$ cat config.mk
export PLATFORM = sky130hd
export DESIGN_NAME = clock_control
export DESIGN_NICKNAME = d
export VERILOG_FILES = /design/src/rtl/clock_control_pkg.sv /design/src/rtl/divided_clock_if.sv /design/src/rtl/divided_clock_output.sv /design/src/rtl/clock_control.sv
export SDC_FILE = /design/constraint.sdc
export NUM_CORES = 1
export LEC_CHECK = 0
export ABC_CLOCK_PERIOD_IN_PS = 2100
export BUFFER_PORTS_ARGS = -buffer_cell sky130_fd_sc_hd__buf_2
export CELL_PAD_IN_SITES_DETAIL_PLACEMENT = 1
export CELL_PAD_IN_SITES_GLOBAL_PLACEMENT = 1
export CORE_UTILIZATION = 33
export CTS_CLUSTER_SIZE = 25
export DETAILED_ROUTE_END_ITERATION = 8
export PLACE_DENSITY_LB_ADDON = 0.1
export SYNTH_ARGS = -nofsm -noshare
export SYNTH_HDL_FRONTEND = slang
export SYNTH_SLANG_ARGS = --single-unit
$ cat constraint.sdc
create_clock -name clock_in -period 2.1 [get_ports clock_in]
set_input_delay 0.42 -clock clock_in [delete_from_list [all_inputs] [get_ports clock_in]]
set_output_delay 0.42 -clock clock_in [all_outputs]
set_load 0.01 [all_outputs]
$ cat src/rtl/clock_control_pkg.sv
// Constants, field layout and state encodings for the oscillator clock control
package clock_control_pkg;
  localparam logic [23:0] TIMER_CTRL_ADDR = 24'h00ff40;
  localparam logic [23:0] OSC_CTRL_ADDR = 24'h00ff02;
  localparam logic [23:0] STATUS_ADDR = 24'h00ff03;
  localparam int DIV_SEL_MSB = 6;
  localparam int DIV_SEL_LSB = 4;
  localparam int DIV_EN_BIT = 3;
  localparam int WD_RESTART_BIT = 2;
  localparam int TIMER_RESTART_BIT = 1;
  localparam int TIMER_RUN_BIT = 0;
  localparam int CPU_SEL_BIT = 3;
  localparam int HIGH_EN_BIT = 2;
  localparam int MODE_MSB = 1;
  localparam int MODE_LSB = 0;
  localparam logic [7:0] REG_RESET = 8'h00;
  localparam logic [1:0] MODE_NORMAL = 2'h0;
  localparam logic [1:0] MODE_LOW_POWER = 2'h1;
  localparam logic [1:0] MODE_HIGH_SPEED = 2'h2;
  localparam logic [2:0] DIV_HIGH_BIT = 3'h4;
  // High oscillator edges seen before it counts as running
  localparam int STABLE_TICKS = 4;
  // Low oscillator nominal rate, in Hz
  localparam int LOW_OSC_HZ = 32768;
  // Highest high oscillator rate per mode, in kHz
  localparam int NORMAL_MAX_KHZ = 4200;
  localparam int HIGH_SPEED_MAX_KHZ = 8200;
  typedef enum logic [3:0] {
    ON_LOW = 4'h1,
    TO_HIGH = 4'h2,
    ON_HIGH = 4'h4,
    TO_LOW = 4'h8
  } mux_state_e;
endpackage : clock_control_pkg

$ cat src/rtl/divided_clock_if.sv
// Signals between the clock control core and the divided clock output generator
`timescale 1ns/1ps
interface divided_clock_if;
  logic low_level;
  logic high_level;
  logic low_edge;
  logic high_edge;
  logic [2:0] div_sel;
  logic div_en;
  logic div_out;
  modport ctl (output low_level, high_level, low_edge, high_edge, div_sel, div_en, input div_out);
  modport gen (input low_level, high_level, low_edge, high_edge, div_sel, div_en, output div_out);
endinterface : divided_clock_if

$ cat src/rtl/divided_clock_output.sv
// Divided clock output: one of two oscillators divided by 1, 2, 4 or 8
`timescale 1ns/1ps
module divided_clock_output (
  input wire logic clock_in,
  input wire logic resetn_in,
  divided_clock_if.gen dc
);
  logic [2:0] count_ff;
  logic [2:0] nxt_count;
  logic out_ff;
  logic nxt_out;
  logic src_edge;
  logic src_level;

  always_comb begin
    src_edge = dc.div_sel[2] ? dc.high_edge : dc.low_edge;
    src_level = dc.div_sel[2] ? dc.high_level : dc.low_level;
    nxt_count = count_ff;
    nxt_out = 1'b0;
    if (!dc.div_en) begin
      nxt_count = 3'h0;
    end else begin
      if (src_edge) begin
        nxt_count = count_ff + 3'h1;
      end
      case (dc.div_sel[1:0])
        2'h0: nxt_out = src_level;
        2'h1: nxt_out = nxt_count[0];
        2'h2: nxt_out = nxt_count[1];
        default: nxt_out = nxt_count[2];
      endcase
    end
  end

  always_ff @(posedge clock_in) begin
    if (!resetn_in) begin
      count_ff <= 3'h0;
      out_ff <= 1'b0;
    end else begin
      count_ff <= nxt_count;
      out_ff <= nxt_out;
    end
  end

  assign dc.div_out = out_ff;
endmodule : divided_clock_output

$ cat src/rtl/clock_control.sv
// Oscillator enables, operating mode, glitch-free CPU clock choice and timer strobes
//
// Design decision made here: strobed register access.
`timescale 1ns/1ps
////////////////////////////////////////////////////////////////////////////////
// How it works
// RULE1 - A 32.768 kHz low oscillator is the base clock for slow operation.
// RULE2 - After reset the CPU runs from the low oscillator; high oscillator stopped.
// RULE3 - Low oscillator keeps feeding the timers while the CPU uses the high one.
// RULE4 - Sleep stops the low oscillator, delayed until supply detector sampling ends.
// RULE5 - High oscillator stops on sleep or when its enable bit is zero.
// RULE6 - Normal mode after reset; high oscillator allowed up to 4.2 MHz.
// RULE7 - High speed mode allows up to 8.2 MHz; software picks it above 4.2 MHz.
// RULE8 - Software never enables the high oscillator in low power mode.
// RULE9 - Software never swaps normal and high speed modes with the high oscillator on.
// RULE10 - An RC low oscillator forces normal mode, ignoring the mode bits.
// RULE11 - Software picks low or high oscillator as CPU clock at run time.
// RULE12 - Software waits for the high oscillator to settle before selecting it.
// RULE13 - Software turns the high oscillator off right after moving back to low.
// RULE14 - Software waits 5 ms after a mode change before enabling the high oscillator.
// RULE15 - Leaving standby resumes the clock and mode state held before it.
// RULE16 - Software restarts the watchdog at intervals below 3 seconds.
// RULE17 - Mode field: 00 normal, 01 low power, 1x high speed; resets to normal.
// RULE18 - CPU clock select: 1 high, 0 low; resets to zero.
// RULE19 - High oscillator enable: 1 on, 0 off; reads back; resets to zero.
// RULE20 - CPU clock changes source glitch-free, only once the new source runs.
// RULE21 - Selecting the high clock while its oscillator is off is ignored.
////////////////////////////////////////////////////////////////////////////////
module clock_control #(
  parameter int STABLE_TICKS = clock_control_pkg::STABLE_TICKS
) (
  input wire logic clock_in,
  input wire logic resetn_in,
  input wire logic [23:0] addr_in,
  input wire logic [7:0] wdata_in,
  input wire logic wr_in,
  input wire logic rd_in,
  output logic [7:0] rdata_out,
  input wire logic low_osc_pin_in,
  input wire logic high_osc_pin_in,
  input wire logic rc_low_osc_in,
  input wire logic sleep_instruction_in,
  input wire logic supply_voltage_detector_sampling_in,
  input wire logic wake_in,
  output logic low_speed_oscillator_enable_out,
  output logic high_speed_oscillator_enable_out,
  output logic cpu_tick_out,
  output logic cpu_on_high_out,
  output logic [1:0] op_mode_out,
  output logic high_speed_mode_out,
  output logic clock_timer_tick_out,
  output logic divided_clock_output_out,
  output logic watchdog_restart_strobe_out,
  output logic clock_timer_restart_strobe_out,
  output logic clock_timer_run_out
);

  ////////////////////////////////////////////////////////////////////////////////
  // Pin synchronisers; stage one is read only by stage two
  logic [2:0] low_sync_ff;
  logic [2:0] high_sync_ff;
  logic [1:0] rc_sync_ff;
  logic low_edge;
  logic high_edge;

  always_ff @(posedge clock_in) begin
    if (!resetn_in) begin
      low_sync_ff <= 3'h0;
      high_sync_ff <= 3'h0;
      rc_sync_ff <= 2'h0;
    end else begin
      low_sync_ff <= {low_sync_ff[1:0], low_osc_pin_in};
      high_sync_ff <= {high_sync_ff[1:0], high_osc_pin_in};
      rc_sync_ff <= {rc_sync_ff[0], rc_low_osc_in};
    end
  end

  assign low_edge = low_sync_ff[1] & ~low_sync_ff[2];
  assign high_edge = high_sync_ff[1] & ~high_sync_ff[2];
  assign clock_timer_tick_out = low_edge; // RULE3

  ////////////////////////////////////////////////////////////////////////////////
  // Registers
  logic [3:0] timer_ctrl_ff;
  logic [3:0] nxt_timer_ctrl;
  logic cpu_sel_ff;
  logic nxt_cpu_sel;
  logic high_en_ff;
  logic nxt_high_en;
  logic [1:0] mode_ff;
  logic [1:0] nxt_mode;
  logic wd_strobe_ff;
  logic nxt_wd_strobe;
  logic tm_strobe_ff;
  logic nxt_tm_strobe;
  logic [7:0] rdata_ff;
  logic [7:0] nxt_rdata;
  logic [7:0] status;
  logic sleep_ff;
  logic low_stop_ff;
  logic high_run_ff;
  logic high_running;
  logic div_en_ff;
  logic nxt_div_en;
  clock_control_pkg::mux_state_e state_ff;
  clock_control_pkg::mux_state_e nxt_state;

  assign status = {3'h0, sleep_ff, low_stop_ff, high_running, cpu_on_high_out, rc_sync_ff[1]};

  always_comb begin
    nxt_timer_ctrl = timer_ctrl_ff;
    nxt_cpu_sel = cpu_sel_ff;
    nxt_high_en = high_en_ff;
    nxt_mode = mode_ff;
    nxt_wd_strobe = 1'b0;
    nxt_tm_strobe = 1'b0;
    nxt_rdata = rdata_ff;
    nxt_div_en = div_en_ff;
    if (wr_in && addr_in == clock_control_pkg::TIMER_CTRL_ADDR) begin
      nxt_timer_ctrl = {wdata_in[clock_control_pkg::DIV_SEL_MSB:clock_control_pkg::DIV_SEL_LSB],
                        wdata_in[clock_control_pkg::TIMER_RUN_BIT]};
      nxt_wd_strobe = wdata_in[clock_control_pkg::WD_RESTART_BIT];
      nxt_tm_strobe = wdata_in[clock_control_pkg::TIMER_RESTART_BIT];
      nxt_div_en = wdata_in[clock_control_pkg::DIV_EN_BIT];
    end
    if (wr_in && addr_in == clock_control_pkg::OSC_CTRL_ADDR) begin
      nxt_cpu_sel = wdata_in[clock_control_pkg::CPU_SEL_BIT]; // RULE18
      nxt_high_en = wdata_in[clock_control_pkg::HIGH_EN_BIT]; // RULE19
      nxt_mode = wdata_in[clock_control_pkg::MODE_MSB:clock_control_pkg::MODE_LSB]; // RULE17
    end
    if (rd_in) begin
      case (addr_in)
        clock_control_pkg::TIMER_CTRL_ADDR: nxt_rdata = {1'b0, timer_ctrl_ff[3:1], div_en_ff,
                                                          2'h0, timer_ctrl_ff[0]};
        clock_control_pkg::OSC_CTRL_ADDR: nxt_rdata = {4'h0, cpu_sel_ff, high_en_ff, mode_ff}; // RULE19
        clock_control_pkg::STATUS_ADDR: nxt_rdata = status;
        default: nxt_rdata = 8'h00;
      endcase
    end
  end

  always_ff @(posedge clock_in) begin
    if (!resetn_in) begin
      timer_ctrl_ff <= clock_control_pkg::REG_RESET[3:0];
      cpu_sel_ff <= 1'b0; // RULE2
      high_en_ff <= 1'b0; // RULE2
      mode_ff <= clock_control_pkg::MODE_NORMAL; // RULE6
      wd_strobe_ff <= 1'b0;
      tm_strobe_ff <= 1'b0;
      rdata_ff <= clock_control_pkg::REG_RESET;
      div_en_ff <= 1'b0;
    end else begin
      timer_ctrl_ff <= nxt_timer_ctrl;
      cpu_sel_ff <= nxt_cpu_sel;
      high_en_ff <= nxt_high_en;
      mode_ff <= nxt_mode;
      wd_strobe_ff <= nxt_wd_strobe;
      tm_strobe_ff <= nxt_tm_strobe;
      rdata_ff <= nxt_rdata;
      div_en_ff <= nxt_div_en;
    end
  end

  assign rdata_out = rdata_ff;
  assign watchdog_restart_strobe_out = wd_strobe_ff;
  assign clock_timer_restart_strobe_out = tm_strobe_ff;
  assign clock_timer_run_out = timer_ctrl_ff[0];

  ////////////////////////////////////////////////////////////////////////////////
  // Sleep, standby, oscillator enables and fast oscillator settling
  localparam int TICK_W = $clog2(STABLE_TICKS + 1);
  logic [TICK_W-1:0] stable_cnt_ff;
  logic [TICK_W-1:0] nxt_stable_cnt;
  logic nxt_sleep;
  logic nxt_low_stop;
  logic nxt_high_run;

  always_comb begin
    nxt_sleep = sleep_ff;
    nxt_low_stop = low_stop_ff;
    nxt_stable_cnt = stable_cnt_ff;
    if (sleep_instruction_in) begin
      nxt_sleep = 1'b1;
    end
    // A detector sample in progress keeps the slow clock alive until it ends
    if (sleep_ff && !supply_voltage_detector_sampling_in) begin
      nxt_low_stop = 1'b1; // RULE4
    end
    // Registers are left alone, so wake resumes the old clock and mode
    if (wake_in) begin
      nxt_sleep = 1'b0; // RULE15
      nxt_low_stop = 1'b0; // RULE15
    end
    nxt_high_run = nxt_high_en & ~nxt_sleep; // RULE5
    // Fixed edge count stands in for the oscillator start-up time
    if (!high_run_ff) begin
      nxt_stable_cnt = '0;
    end else if (high_edge && !high_running) begin
      nxt_stable_cnt = stable_cnt_ff + TICK_W'(1);
    end
  end

  always_ff @(posedge clock_in) begin
    if (!resetn_in) begin
      sleep_ff <= 1'b0;
      low_stop_ff <= 1'b0; // RULE1
      high_run_ff <= 1'b0; // RULE2
      stable_cnt_ff <= '0;
    end else begin
      sleep_ff <= nxt_sleep;
      low_stop_ff <= nxt_low_stop;
      high_run_ff <= nxt_high_run;
      stable_cnt_ff <= nxt_stable_cnt;
    end
  end

  assign high_running = (stable_cnt_ff == TICK_W'(STABLE_TICKS)); // RULE20

  ////////////////////////////////////////////////////////////////////////////////
  // Operating mode and CPU clock multiplexer
  logic [1:0] op_mode_ff;
  logic [1:0] nxt_op_mode;
  logic cpu_tick_ff;
  logic nxt_tick;
  logic want_high;

  always_comb begin
    // RC slow oscillator needs the normal mode supply to hold its rate
    nxt_op_mode = rc_sync_ff[1] ? clock_control_pkg::MODE_NORMAL : nxt_mode; // RULE10
    // Select without a running fast oscillator is ignored
    want_high = cpu_sel_ff & high_run_ff & high_running; // RULE21
    nxt_state = state_ff;
    nxt_tick = 1'b0;
    case (state_ff)
      clock_control_pkg::ON_LOW: begin
        nxt_tick = low_edge;
        if (want_high) begin
          nxt_state = clock_control_pkg::TO_HIGH; // RULE11
        end
      end
      // No ticks until the new source shows a whole edge
      clock_control_pkg::TO_HIGH: begin
        if (!want_high) begin
          nxt_state = clock_control_pkg::ON_LOW;
        end else if (high_edge) begin
          nxt_state = clock_control_pkg::ON_HIGH; // RULE20
          nxt_tick = 1'b1;
        end
      end
      clock_control_pkg::ON_HIGH: begin
        nxt_tick = high_edge;
        if (!want_high) begin
          nxt_state = clock_control_pkg::TO_LOW; // RULE11
        end
      end
      clock_control_pkg::TO_LOW: begin
        if (low_edge) begin
          nxt_state = clock_control_pkg::ON_LOW; // RULE20
          nxt_tick = 1'b1;
        end
      end
      default: begin
        nxt_state = clock_control_pkg::ON_LOW;
      end
    endcase
  end

  always_ff @(posedge clock_in) begin
    if (!resetn_in) begin
      state_ff <= clock_control_pkg::ON_LOW; // RULE2
      cpu_tick_ff <= 1'b0;
      op_mode_ff <= clock_control_pkg::MODE_NORMAL; // RULE6
    end else begin
      state_ff <= nxt_state;
      cpu_tick_ff <= nxt_tick;
      op_mode_ff <= nxt_op_mode;
    end
  end

  assign cpu_tick_out = cpu_tick_ff;
  assign cpu_on_high_out = (state_ff == clock_control_pkg::ON_HIGH); // RULE11
  assign op_mode_out = op_mode_ff; // RULE17
  assign high_speed_mode_out = op_mode_ff[1]; // RULE7
  assign low_speed_oscillator_enable_out = ~low_stop_ff; // RULE1
  assign high_speed_oscillator_enable_out = high_run_ff; // RULE5

  ////////////////////////////////////////////////////////////////////////////////
  // Divided clock output
  divided_clock_if dcif ();

  assign dcif.low_level = low_sync_ff[1];
  assign dcif.high_level = high_sync_ff[1];
  assign dcif.low_edge = low_edge;
  assign dcif.high_edge = high_edge;
  assign dcif.div_sel = timer_ctrl_ff[3:1];
  assign dcif.div_en = div_en_ff;
  assign divided_clock_output_out = dcif.div_out;

  divided_clock_output i_divided_clock_output (
    .clock_in(clock_in),
    .resetn_in(resetn_in),
    .dc(dcif)
  );
endmodule : clock_control

### Word-level counts from Yosys, hierarchy flattened

Cells that the tools add are included.

* $add $sub $neg: 2
* equality and inequality tests: 14
* muxes and demuxes: 19
* bitwise logic cells: 10
* reductions and logical operators: 13

Operators by type and width (count)
* $eq 24x16->1 const B: 3
* $pmux 7 s3: 1
* $mux 4: 5
* $pmux 4 s4: 1
* $mux 1: 8
* $add 3x1->3 const B: 2
* $reduce_and 2->1: 3
* $and 1x1->1: 5
* $not 1->1: 5
* $eq 4x1->1 const B: 1
* $eq 4x2->1 const B: 1
* $eq 4x3->1 const B: 1
* $eq 4x4->1 const B: 1
* $logic_and 1x1->1: 4
* $ne 2x2->1 const B: 2
* $pmux 1 s4: 1
* $reduce_and 4->1: 1
* $reduce_or 2->1: 2
* $eq 3x3->1 const B: 1
* $mux 3: 1
* $ne 3x3->1 const B: 1
* $pmux 1 s3: 1
* $eq 2x1->1 const B: 1
* $eq 2x2->1 const B: 1
* other kinds (4): 5

* register bits after elaboration: 44
* output and inout bits: 20
* word-level logic and storage cells: 78

### Longest topological paths before layout

* depth after elaboration: 5
* gate-level depth with buffers: 7

### Cells and area by module

From an unflattened synthesis, not the netlist that was laid out.

* cell total of the unflattened synthesis: 222
* area total of the unflattened synthesis: 2040.7 um^2

Modules (own cells, without submodules)
* clock_control: instances 1, cells each 199, area an instance 1824.2 um^2, seq. area each 780.7 um^2
* divided_clock_output: instances 1, cells each 23, area an instance 216.5 um^2, seq. area each 80.1 um^2

### Least setup slack after synthesis

No wires, ideal clock.

* path kind: in2reg
* start point: input addr_in[17]
* end point: register rdata_ff[1] (netlist: rdata_out[1])
* library setup time: 58 ps
* data arrival time: 2093 ps
* setup slack: -50 ps
* cell stages on the path: 5
* path buffers: 0
* path through: or4_1 > or4b_1 > or4_4 > nor3_1 > a31o_2

* cells in the longest elaborated chain, start to end: 2

RTL lines
* start, declared: line clock_control.sv:34 `input wire logic [23:0] addr_in,`
* $eq 24x16->1: line clock_control.sv:132 `case (addr_in)`
* $pmux 7 s3 (*): line clock_control.sv:132
* end signal, assigned: line clock_control.sv:150 `rdata_ff <= clock_control_pkg::REG_RESET;`
* end signal, assigned: line clock_control.sv:159 `rdata_ff <= nxt_rdata;`
* end, declared: line clock_control.sv:96 `logic [7:0] rdata_ff;`

Mark *: on every way between the ends. The rest lies on a longest branch, timed or not.
A chain may end at the register's enable or synchronous reset.

### Final worst setup path

* start point: input addr_in[17]
* end point: register rdata_ff[2] (netlist: rdata_out[2])

Same word-level chain as after synthesis.

==> impl_metrics.csv <==
group,metric,value,unit
worst_setup_path,cp_max_fo,3,
route,num_vias,1711,
worst_setup_path,critPathKind,"input pin to register",
placed_design,post_dp_cell_area,0.002351,mm^2
synthesis,synth_edf_count,0,
global_routing,grt_remaining_overflow,0,
pwr,p_leak,1.163,nW
route,drt-met1-wl,2.288,mm
sta,period_needed,2.070,ns
clocking,cts_tree,"built",
synthesis,postSynthCellCount,211,
clocking,clk_pin_slew,0.08,ns
cells_and_area,area_delta_synth_final,29.53,%
floorplan,die_height,78.51,um
synthesis,syn-cell-area,0.001932,mm^2
clocking,clockBufferDepth,2,
run,cap_violations,0,
global_routing,grt_pass1_wl,8.066,mm
clocking,cts_inserted_buffers,5,
sta,finalCritPeriodShare,98.57,%
synthesis,ys_warn_count,0,
floorplan,start_util,34.66,%
worst_setup_path,cp-end-kind,"register",
placed_design,portBuffers,59,
worst_setup_path,regToRegSetupSlack,0.39,ns
worst_setup_path,critPathLaunchType,"input pin",
route,first_iter_violations,33,
clocking,cts.sinks,43,
sta,worst_hold_slack,0.2887,ns
floorplan,dieArea,0.006164,mm^2
cells_and_area,n_fill_cell,695,
route,viasPerCell,4.889,
hold_path,hold_class,"input pin to register",
global_routing,grt_pass1_vias,1699,
global_routing,track_usage,17.03,%
sta,tightest_slew,0.5119,ns
route,first_pass_iters,4,
pwr,p_per_area,677.4,mW/mm^2
cells_and_area,n_antenna_cell,0,
cells_and_area,mostFrequentLayoutCells,"buf_2, dfxtp_1, nor2_1",
sta,fmax,483.1,MHz
clocking,insertion_delay,0.30,ns
synthesis,synthDistinctLibCells,53,
route,dr_wl_met2,2.228,mm
clocking,cts_root_buf,"clkbuf_8",
route,final_antenna_net_count,0,
sta,setup_viol,0,
placed_design,dp_hpwl,3.845,mm
synthesis,avgSynthCellArea,9.156,um^2
synthesis,seq_area_frac_synth,44.56,%
cells_and_area,final_common_cell,"buf_2",
global_routing,antenna_found_initial,0,
sta,hold_violations,0,
floorplan,fp.dieW,78.51,um
placed_design,place_congestion,0.7397,
synthesis,synth-async-reset-ratio,0,%
cells_and_area,drive_gt1_share,32.01,%
worst_setup_path,arrival,2.31,ns
sta,clock_skew,0.004261,ns
pwr,ir_drop,389.7,uV
route,wirelength,4.770,mm
worst_setup_path,critPathRequiredTime,2.34,ns
cells_and_area,stdcell_area,0.002502,mm^2
synthesis,syn_nets,256,
sta,timing.final.max_slew_violations,0,
floorplan,rows,27,
route,wl_met3,188,um
floorplan,core_area,0.005574,mm^2
cells_and_area,finalNetCount,322,
synthesis,synth_ff_type,"dfxtp_1",
global_routing,grt_max_degree,14,
run_status,status,"finished clean",
synthesis,ys_ff_latch,43,
route,avgRoutedWirePerCell,13.63,um
sta,max_slew_margin,65.80,%
route,top_layer_used,"met4",
floorplan,boundaryPins,62,
clocking,htreeDepth,2,
route,drc,0,
## where the power goes
group / internal [W] / leakage (nW) / switching, W / total (W)
combinational: 0.0000528 / 0.749 / 0.0000565 / 0.000109
sequential: 0.000823 / 0.348 / 0.00000450 / 0.000827
clock: 0.000475 / 0.0654 / 0.000284 / 0.000759
## path summary, 6_finish.rpt
check | start | to | depth (start not counted)
worst max register to register | stable_cnt_ff[0]$_SDFFE_PN0P_ | cpu_tick_out$_SDFF_PN0_ | 6
worst min register to register | low_sync_ff[0]$_SDFF_PN0_ | low_sync_ff[1]$_SDFF_PN0_ | 1
worst max-delay path | addr_in[17] | rdata_out[2]$_SDFFE_PN0P_ | 6
worst min-delay path | wake_in | low_stop_ff$_SDFFE_PP0P_ | 2
## layout make-up
cell class	instances	area [um^2]	area share, %
inverters	8	30.03	1.200
clock buffers	6	72.57	2.900
repair buffers	68	362.8	14.50
flip-flops and latches	43	860.8	34.40
clock inverters	2	60.06	2.400
well taps	72	90.09	3.600
multi-input cells	151	1026	41.00
## cell families (layout without fill, tap and decap cells)
group | Yosys count | in the layout | synth area share (%)
simple gates | 98 | 98 | 29.60
xor+xnor | 4 | 4 | 1.814
flops | 43 | 43 | 44.56
fa+ha+maj | 3 | 3 | 1.943
mux | 13 | 13 | 6.736
buf+inv | 17 | 84 | 4.274
compound gates | 32 | 32 | 10.88
other cells | 1 | 1 | 0.1941
## metal layers
metal | track usage [%] | vias up
met1 | 22.01 | 795
met3 | 3.953 | 7
met2 | 27.48 | 37
li1 | - | 872
met4 | 6.111 | 0
met5 | 0 | -
## worst max-delay path, stage by stage
cell and delay, ns:
buf_2 0.10, or4_1 0.52, or4b_4 0.50, or4_4 0.47, nor3_2 0.19, a31o_2 0.11
## registers in the layout, summed over array words and instances, names as in the netlist
register / cells
rdata_out: 7
state_ff: 4
timer_ctrl_ff: 4
high_sync_ff: 3
i_divided_clock_output.count_ff: 3
low_sync_ff: 3
stable_cnt_ff: 3
mode_ff: 2
op_mode_out: 2
rc_sync_ff: 2
clock_timer_restart_strobe_out: 1
cpu_sel_ff: 1
cpu_tick_out: 1
dcif.div_en: 1
high_en_ff: 1
high_speed_oscillator_enable_out: 1
i_divided_clock_output.dc.div_out: 1
low_stop_ff: 1
sleep_ff: 1
watchdog_restart_strobe_out: 1
## repair_timing
action | in CTS | in global routing
setup endpoints to repair | 0 | 6
buffers inserted | 0 | 0
hold buffers | 0 | 0
gates resized for setup | 0 | 3
## metrics by stage
step | setup WS, ns | cells | total power (W) | TNS (ns) | utilization, %
detailed placement | -0.2762 | 342 | 0.0009556 | -3.329 | 42.18
global route | -0.0009961 | 350 | 0.001784 | -0.0009961 | 44.89
global placement | -0.2447 | 342 | 0.0009550 | -2.896 | 42.18
floorplan | -0.04759 | 211 | 0.0008957 | -0.1003 | -
finish | 0.02997 | 350 | 0.001695 | 0 | 44.89
CTS | 0.04712 | 350 | 0.001729 | 0 | 44.56
## cells in the mapped netlist (2+ instances only)
cell type / number / area [um^2]
buf_4: 3 / 22.52
or4_1: 2 / 15.01
a21oi_1: 10 / 50.05
mux2i_1: 13 / 130.1
a22oi_1: 3 / 22.52
nor2_1: 22 / 82.58
o2bb2ai_1: 2 / 17.52
and4b_1: 2 / 20.02
o21ai_0: 4 / 20.02
and3_1: 3 / 18.77
nor3_1: 6 / 30.03
nand4_2: 2 / 25.02
xor2_1: 2 / 17.52
and2_1: 8 / 50.05
nor2b_1: 6 / 37.54
nand3b_1: 2 / 15.01
a31o_2: 2 / 17.52
ha_1: 3 / 37.54
xnor2_1: 2 / 17.52
nand4_1: 2 / 12.51
dfxtp_1: 43 / 860.8
clkbuf_1: 4 / 15.01
nand2_1: 15 / 56.30
a31oi_1: 2 / 12.51
inv_1: 7 / 26.28
nand3_1: 7 / 35.03
nand2b_1: 7 / 43.79
nor4_1: 2 / 12.51
Note: power is estimated with default switching activity, not from simulation.
